`src/core/aacr_pkg.sv`:
```
// constants and register map of the amplifier control register bank
// Summary of operation
// any write to offset zero returns every control register to its default
// reading offset zero returns the fixed 16-bit family identifier
// bit 7 of both gain registers mutes that output; default muted
// line output bit 6: zero updates gain at once, one waits for zero cross
// speaker bit 6: zero updates gain at once, one waits for zero cross
// bits 5:0 volume code, 0 is -57 dB, 1 dB steps, default 0 dB
// mid-rail bit 5 enables buffered reference for line output and clamps
// mid-rail bit 3 controls reference soft start, default zero
// soft start bit zero selects normal start, one selects soft start
// reset by offset-zero write ignores data and ends before next access
package aacr_pkg;
  // register offsets
  localparam logic [7:0]  OFS_RESET_IDENT = 8'h00;
  localparam logic [7:0]  OFS_LINE_GAIN   = 8'h02;
  localparam logic [7:0]  OFS_SPK_GAIN    = 8'h03;
  localparam logic [7:0]  OFS_MID_RAIL    = 8'h04;
  // family identifier, value arbitrary
  localparam logic [15:0] FAMILY_IDENT    = 16'h5a3c;
  // field positions
  localparam int          BIT_MUTE        = 7;
  localparam int          BIT_ZERO_CROSS  = 6;
  localparam int          BIT_BUF_ENABLE  = 5;
  localparam int          BIT_SOFT_START  = 3;
  localparam int          VOL_MSB         = 5;
  // reset values and write masks
  localparam logic [7:0]  GAIN_RESET      = 8'hb9;
  localparam logic [5:0]  VOL_0DB         = 6'h39;
  localparam logic [5:0]  MID_RAIL_RESET  = 6'h00;
  localparam logic [15:0] MID_RAIL_MASK   = 16'h0028;
  localparam logic [15:0] GAIN_MASK       = 16'h00ff;
endpackage : aacr_pkg

```
`src/core/aacr_regs.sv`:
```
// register bank for line output, speaker gain and mid-rail reference control
`timescale 1ns/1ns
`default_nettype none
module aacr_regs
(
  // clock and reset
  input  wire logic        clk,
  input  wire logic        srst,
  // register access port
  input  wire logic        wr_en,
  input  wire logic        rd_en,
  input  wire logic [7:0]  addr,
  input  wire logic [15:0] wdata,
  output logic      [15:0] rdata,
  output logic             rvalid,
  // control outputs
  output logic             line_output_mute,
  output logic             line_output_zero_cross_update,
  output logic      [5:0]  line_output_gain_code,
  output logic             speaker_amp_silence,
  output logic             speaker_amp_zero_cross_update,
  output logic      [5:0]  speaker_amp_gain_code,
  output logic             mid_rail_buffer_enable,
  output logic             mid_rail_soft_start
);

  // ****************************************
  // address match
  // ****************************************
  // one compare shared by every register select
  function automatic logic offset_hit(input logic [7:0] a, input logic [7:0] ofs);
    offset_hit = (a == ofs);
  endfunction : offset_hit

  // ****************************************
  // decode
  // ****************************************
  logic [7:0]  line_reg;
  logic [7:0]  spk_reg;
  logic [15:0] mid_reg;
  logic [15:0] rdata_reg;
  logic        rvalid_reg;
  logic [15:0] rdata_next;

  wire sel_reset = offset_hit(addr, aacr_pkg::OFS_RESET_IDENT);
  wire sel_line  = offset_hit(addr, aacr_pkg::OFS_LINE_GAIN);
  wire sel_spk   = offset_hit(addr, aacr_pkg::OFS_SPK_GAIN);
  wire sel_mid   = offset_hit(addr, aacr_pkg::OFS_MID_RAIL);
  wire soft_rst  = wr_en && sel_reset;

  assign rdata_next = sel_reset ? aacr_pkg::FAMILY_IDENT :
                      sel_line  ? {8'h00, line_reg} :
                      sel_spk   ? {8'h00, spk_reg} :
                      sel_mid   ? mid_reg :
                      16'h0000;

  // ****************************************
  // registers
  // ****************************************
  // line output gain: mute, zero cross update, volume
  always_ff @(posedge clk)
  begin
    if (srst || soft_rst)
    begin
      line_reg <= aacr_pkg::GAIN_RESET;
    end
    else if (wr_en && sel_line)
    begin
      line_reg <= wdata[7:0];
    end
  end

  // speaker gain: mute, zero cross update, volume
  always_ff @(posedge clk)
  begin
    if (srst || soft_rst)
    begin
      spk_reg <= aacr_pkg::GAIN_RESET;
    end
    else if (wr_en && sel_spk)
    begin
      spk_reg <= wdata[7:0];
    end
  end

  // mid-rail reference: only buffer enable and soft start are kept
  always_ff @(posedge clk)
  begin
    if (srst || soft_rst)
    begin
      mid_reg <= {10'h000, aacr_pkg::MID_RAIL_RESET};
    end
    else if (wr_en && sel_mid)
    begin
      mid_reg <= wdata & aacr_pkg::MID_RAIL_MASK;
    end
  end

  always_ff @(posedge clk)
  begin
    if (srst)
    begin
      rdata_reg  <= 16'h0000;
      rvalid_reg <= 1'b0;
    end
    else
    begin
      rdata_reg  <= rd_en ? rdata_next : 16'h0000;
      rvalid_reg <= rd_en;
    end
  end

  assign rdata                         = rdata_reg;
  assign rvalid                        = rvalid_reg;
  assign line_output_mute              = line_reg[aacr_pkg::BIT_MUTE];
  assign line_output_zero_cross_update = line_reg[aacr_pkg::BIT_ZERO_CROSS];
  assign line_output_gain_code         = line_reg[aacr_pkg::VOL_MSB:0];
  assign speaker_amp_silence           = spk_reg[aacr_pkg::BIT_MUTE];
  assign speaker_amp_zero_cross_update = spk_reg[aacr_pkg::BIT_ZERO_CROSS];
  assign speaker_amp_gain_code         = spk_reg[aacr_pkg::VOL_MSB:0];
  assign mid_rail_buffer_enable        = mid_reg[aacr_pkg::BIT_BUF_ENABLE];
  assign mid_rail_soft_start           = mid_reg[aacr_pkg::BIT_SOFT_START];

  // ****************************************
  // checks
  // ****************************************
  chk_soft_reset_defaults: assert property (@(posedge clk) disable iff (srst)
    (wr_en && sel_reset) |=> (line_reg == aacr_pkg::GAIN_RESET && spk_reg == aacr_pkg::GAIN_RESET
                              && mid_reg == 16'h0000))
    else $error("defaults not restored after offset zero write");
  chk_ident_read: assert property (@(posedge clk) disable iff (srst)
    (rd_en && sel_reset) |=> (rdata == aacr_pkg::FAMILY_IDENT && rvalid))
    else $error("identifier read wrong");
  chk_mute_write: assert property (@(posedge clk) disable iff (srst)
    (wr_en && sel_spk) |=> (speaker_amp_silence == $past(wdata[7])))
    else $error("speaker mute not written");
  chk_line_zc: assert property (@(posedge clk) disable iff (srst)
    (wr_en && sel_line) |=> (line_output_zero_cross_update == $past(wdata[6])))
    else $error("line zero cross bit not written");
  chk_spk_zc: assert property (@(posedge clk) disable iff (srst)
    (wr_en && sel_spk) |=> (speaker_amp_zero_cross_update == $past(wdata[6])))
    else $error("speaker zero cross bit not written");
  chk_vol_default: assert property (@(posedge clk)
    srst |=> (line_output_gain_code == aacr_pkg::VOL_0DB && speaker_amp_gain_code == aacr_pkg::VOL_0DB))
    else $error("volume default wrong");
  chk_buf_write: assert property (@(posedge clk) disable iff (srst)
    (wr_en && sel_mid) |=> (mid_rail_buffer_enable == $past(wdata[5])))
    else $error("buffer enable not written");
  chk_soft_start: assert property (@(posedge clk) disable iff (srst)
    (wr_en && sel_mid) |=> (mid_rail_soft_start == $past(wdata[3])))
    else $error("soft start not written");
  chk_reset_any_data: assert property (@(posedge clk) disable iff (srst)
    (wr_en && sel_reset) |=> !mid_rail_buffer_enable && line_output_mute)
    else $error("reset incomplete before next access");
  cov_soft_reset: cover property (@(posedge clk) wr_en && sel_reset);
  cov_ident_read: cover property (@(posedge clk) rd_en && sel_reset);
  cov_unmute: cover property (@(posedge clk) !speaker_amp_silence);
  cov_zero_cross_set: cover property (@(posedge clk) line_output_zero_cross_update);
  cov_soft_start_on: cover property (@(posedge clk) mid_rail_soft_start);

  // reset defaults
  chk_mute_default: assert property (@(posedge clk)
    srst
    |=> (line_output_mute && speaker_amp_silence))
    else $error("mute default wrong");
  chk_mid_default: assert property (@(posedge clk)
    srst
    |=> (!mid_rail_soft_start && !mid_rail_buffer_enable))
    else $error("mid-rail default wrong");
  chk_spk_soft_reset: assert property (@(posedge clk) disable iff (srst)
    (wr_en && sel_reset)
    |=> (speaker_amp_silence && speaker_amp_gain_code == aacr_pkg::VOL_0DB))
    else $error("speaker default not restored");
  chk_zc_soft_reset: assert property (@(posedge clk) disable iff (srst)
    (wr_en && sel_reset)
    |=> (!line_output_zero_cross_update && !speaker_amp_zero_cross_update))
    else $error("zero cross default not restored");
  chk_start_soft_reset: assert property (@(posedge clk) disable iff (srst)
    (wr_en && sel_reset)
    |=> !mid_rail_soft_start)
    else $error("soft start default not restored");

  // write paths
  chk_line_mute_write: assert property (@(posedge clk) disable iff (srst)
    (wr_en && sel_line)
    |=> (line_output_mute == $past(wdata[7])))
    else $error("line mute not written");
  chk_line_vol_write: assert property (@(posedge clk) disable iff (srst)
    (wr_en && sel_line)
    |=> (line_output_gain_code == $past(wdata[5:0])))
    else $error("line volume not written");
  chk_spk_vol_write: assert property (@(posedge clk) disable iff (srst)
    (wr_en && sel_spk)
    |=> (speaker_amp_gain_code == $past(wdata[5:0])))
    else $error("speaker volume not written");
  chk_unmapped_ignored: assert property (@(posedge clk) disable iff (srst)
    (wr_en && !sel_line && !sel_spk && !sel_mid && !sel_reset)
    |=> ($stable(line_output_gain_code) && $stable(speaker_amp_gain_code)))
    else $error("unmapped write changed a volume");

  // read paths
  chk_gain_read_upper: assert property (@(posedge clk) disable iff (srst)
    (rd_en && (sel_line || sel_spk))
    |=> (rdata[15:8] == 8'h00))
    else $error("gain read upper byte not zero");
  chk_mid_read: assert property (@(posedge clk) disable iff (srst)
    (rd_en && sel_mid && !wr_en)
    |=> (rdata[5] == mid_rail_buffer_enable))
    else $error("buffer enable read wrong");
  chk_ident_fixed: assert property (@(posedge clk) disable iff (srst)
    (rd_en && wr_en && sel_reset)
    |=> (rdata == aacr_pkg::FAMILY_IDENT))
    else $error("identifier changed by write");
  chk_rvalid_pulse: assert property (@(posedge clk) disable iff (srst)
    !rd_en
    |=> !rvalid)
    else $error("read valid without read");
endmodule : aacr_regs
`default_nettype wire

```
`config.mk`:
```
export PLATFORM = sky130hd
export DESIGN_NAME = aacr_regs
export DESIGN_NICKNAME = d
export VERILOG_FILES = /design/src/core/aacr_pkg.sv /design/src/core/aacr_regs.sv
export SDC_FILE = /design/constraint.sdc
export NUM_CORES = 1
export LEC_CHECK = 0
export ABC_CLOCK_PERIOD_IN_PS = 1850
export BUFFER_PORTS_ARGS = -buffer_cell sky130_fd_sc_hd__buf_2
export CORE_ASPECT_RATIO = 0.6
export CORE_MARGIN = 2
export CORE_UTILIZATION = 40
export CTS_BUF_LIST = sky130_fd_sc_hd__clkbuf_16
export CTS_CLUSTER_DIAMETER = 200
export CTS_CLUSTER_SIZE = 30
export DETAILED_ROUTE_END_ITERATION = 10
export GPL_TIMING_DRIVEN = 0
export PLACE_DENSITY = 0.73
export SYNTH_ARGS = -nofsm -noshare
export SYNTH_HDL_FRONTEND = slang
export SYNTH_SLANG_ARGS = --single-unit
```
`constraint.sdc`:
```
create_clock -name clk -period 1.85 [get_ports clk]
set_input_delay 0.37 -clock clk [delete_from_list [all_inputs] [get_ports clk]]
set_output_delay 0.37 -clock clk [all_outputs]
set_load 0.03 [all_outputs]
```
==> Word-level counts from Yosys, hierarchy flattened <==
Index checks and enable logic that the tools add are counted.
{ "op_classes": {"reduce_logical": 8, "n_eq_ne": 3, "mux": 4, "bitwise_logic": 1} }
{ "ops": {"columns": ["cell", "count"], "rows": [
  ["== test 8 x 2 -> 1 bit, second input constant", 2],
  ["2-to-1 mux 8 bit", 2],
  ["2-to-1 mux 15 bit", 1],
  ["== test 8 x 3 -> 1 bit, second input constant", 1],
  ["logical NOT 8 bit", 1],
  ["2-to-1 mux 6 bit", 1],
  ["logical AND 1 bit", 4],
  ["OR reduction 3 bit", 1],
  ["OR reduction 2 bit", 1],
  ["logical OR 1 bit", 1],
  ["inverter 1 bit", 1]
]} }
{ "totals": {"input_bits": 28, "reg_bits": 31} }

==> Longest topological paths before layout <==
{ "logic_depth": {"word_depth": 5, "mapped_depth": 5, "ltp_nobuf": 4} }

==> Worst setup path before layout <==
No wires, ideal clock.
{ "synth_path": {"kind": "in2reg", "startpoint": "input port addr[2]", "endpoint": "register spk_reg[3]", "setup_time_ns": 0.131, "required_ns": 1.719, "stages": 5, "path_slack_ns": 0.438, "t_arrival_ns": 1.281, "cell_sequence": "nor4b_2 and4_1 buf_6 mux2i_1 nand2_1"} }
{ "synth_via": {"elab_chain_cells": 3, "elab_cells_between_ends": 5, "classes_between": "eq/ne: 1; reduce/logical: 4"} }
{ "synth_rtl": {"columns": ["element", "line_no", "rtl"], "rows": [
  ["from (decl)", "aacr_regs.sv:12", "input wire logic [7:0] addr,"],
  ["logical NOT 8 bit", "aacr_regs.sv:32", "offset_hit = (a == ofs);"],
  ["logical AND 1 bit", "aacr_regs.sv:49", "wire soft_rst = wr_en && sel_reset;"],
  ["logical OR 1 bit", "aacr_regs.sv:76", "if (srst || soft_rst)"],
  ["to (signal assigned)", "aacr_regs.sv:78", "spk_reg <= aacr_pkg::GAIN_RESET;"],
  ["to (signal assigned)", "aacr_regs.sv:82", "spk_reg <= wdata[7:0];"],
  ["to (decl)", "aacr_regs.sv:39", "logic [7:0] spk_reg;"]
]} }
Several ways; a longest one is shown, not always the timed one.
A chain may end at the register's enable or synchronous reset.

==> Worst setup path after layout <==
Ends and elaborated chain as after synthesis.

==> flow_summary.ini <==
[outcome]
outcome = finished clean

[clock_network]
clk_latency_ns = 0.26
cts_tree = done
cts_resized = 0
cts_setup_buffers = 0
clk_path_buf_depth = 2
hold_buffers = 0
cts-root-buf = clkbuf_16
cts_buffers = 3
clock-sinks = 28
clk_pin_slew_ns = 0.06
htree_levels = 1

[drt]
drt_iter0_drc = 26
drtPass1Iterations = 4
drc_errors = 0
via_count = 990
antenna_left = 0
drt-total-wl_mm = 2.71
via_per_inst = 4.52
wl_per_cell_um = 12.4

[sta]
slew_headroom_pct = 64.7
setup_viol_count_final = 0
tns_ns = 0
skew_ns = 0.00143
hold_viol_final = 0
finalMaxSlewViolations = 0
timing.final.crit_period_ns = 1.47
hold_slack_ns = 0.345
tightestPinTransition_ns = 0.529
finalCritPeriodShare_pct = 79.6
grt_setup_unrepaired = no
fmax_ghz = 0.679

[global_route]
grt_pass1_wl_mm = 4.24
grt_use_total_pct = 16.9
grt_pass1_vias = 950
grt-ovfl-total = 0
grt_max_degree = 15
antenna_found_initial = 0

[synth]
synth.top_cell.area_share_pct = 48.0
ys_ff_latch = 28
synth_edf_count = 0
syn-cell-area_um2 = 1170
ys_warn_count = 0
async_flop_share_pct = 0
synth-seq-area-share_pct = 48.0
synthCells = 121
synth_ff_type = dfxtp_1
synth_top_cell_by_area = dfxtp_1
synth_top_cells_by_area = dfxtp_1 (48%), mux2i_1 (19%), nor2_1 (5.1%)
synth_common_cells = dfxtp_1 (28), mux2i_1 (22), nor2_1 (16)
yosysMostFrequentCell = dfxtp_1
synth.distinct_cells = 26
avgSynthCellArea_um2 = 9.66

[worst_setup_path]
critPathKind = in2reg
crit_family = simple AND/OR/NAND/NOR gates
path_cells = buf_2, nor4b_2, and4_1, buf_6, mux2i_1, nand2_1
cp.required_ns = 1.98
reg2reg_slack_ns = 1.01
cp.depth = 6
cp-start-kind = primary input
crit_arrival_ns = 1.60
cpPeakStageDelay_ns = 0.37
r2r_start = line_reg[3]
critical_path.max_fanout = 8
ff2ff_path_depth = 4
critPathCaptureType = flop
cp_num_buf_inv = 2
timing.rr.end = rdata[3]
crit_slowest_cell = nor4b_2

[final_layout]
fin_area_um2 = 1560
syn2layout_area_growth_pct = 33.3
num-fill-cells = 256
stdcell_count = 219
finish.net_count = 207
largest_reg_flops = 9
diodes = 0
drive_above_1_share_pct = 37.3

[floorplan]
chipHeight_um = 45.9
dieArea_um2 = 3380
num_rows = 15
initial_core_util_pct = 41.2
die_w_um = 73.8
ios = 63
core_um2 = 2830

[placement]
port-buffer-count = 50
dp.cells = 216
gp_congestion = 0.827
dpl_cell_area_um2 = 1480
dp_hpwl_mm = 2.12

[power]
ir_worst_vdd_uv = 483
leakagePower_uw = 0.000802
power.density_nw_per_um2 = 752
finalPower_uw = 1170

[hold_path]
min_path_type = in2reg
hold_path_end = spk_reg[7]
hold_start = wdata[7]
holdPathStages = 3

[flow_run]
max-cap-violations = 0
## worst max-delay path by stage
stage	from	end	slack (ns)
after global placement	addr[2]	spk_reg[4]	0.21
after detailed placement	addr[2]	spk_reg[3]	0.12
after CTS	addr[2]	spk_reg[3]	0.40
after floorplan	addr[2]	spk_reg[3]	0.44
after global routing	addr[2]	spk_reg[3]	0.30
final	addr[2]	spk_reg[3]	0.38
## power breakdown
part	switching, µW	internal (µW)
Combinational	55.5	35.7
Sequential	0.747	605
Clock	189	286
Total	245	927
## cells in the final DEF (no fill, tap or decap), types with 2 or more instances in the layout
cell type / Yosys / layout
o21bai_1: 2 / 2
conb_1: 1 / 4
nor2b_1: 3 / 3
nand3_1: 2 / 2
dfxtp_1: 28 / 28
inv_1: 4 / 4
buf_2: 1 / 51
mux2i_1: 22 / 22
nor2_1: 16 / 16
a21oi_1: 6 / 6
nand2_1: 14 / 14
buf_4: 7 / 7
a31oi_1: 2 / 2
clkbuf_16: 0 / 3
## kinds of logic after synthesis
family / synth area share [%]
other: 0.321
multiplexers: 18.8
flip-flops: 48.0
AND/OR/NAND/NOR: 18.7
buffers and inverters: 7.81
AO/OA/AOI/OAI: 6.32
## area by class of cell
| cell class | count | area, µm² | area share [%] |
|---|---|---|---|
| inverter | 4 | 15.0 | 0.964 |
| clock buffer | 3 | 75.1 | 4.82 |
| tap | 42 | 52.6 | 3.37 |
| multi-input combinational | 81 | 528 | 33.9 |
| buffer | 11 | 76.3 | 4.90 |
| timing repair buffer | 50 | 250 | 16.1 |
| sequential | 28 | 561 | 36.0 |
## worst register-to-register path, stage by stage, from the launching register on
cell      delay [ns]
dfxtp_1         0.36
inv_1           0.06
a21oi_1         0.13
o21bai_1        0.10
a21oi_1         0.13
## metrics by stage
step | util [%] | setup slack, ns
after floorplan | - | 0.438
after global placement | 52.3 | 0.209
after detailed placement | 52.3 | 0.121
after CTS | 55.0 | 0.397
after global routing | 55.0 | 0.298
final | 55.0 | 0.377
## metal layers
| layer | GRT usage (%) | up-vias | routed length, µm |
|---|---|---|---|
| met2 | 28.0 | 36 | 1180 |
| met5 | 0 | - | 0 |
| met3 | 5.97 | 2 | 184 |
| li1 | - | 508 | - |
| met4 | 4.36 | 0 | 8 |
| met1 | 21.3 | 444 | 1350 |
No activity file was read; power rests on OpenSTA's default activity.
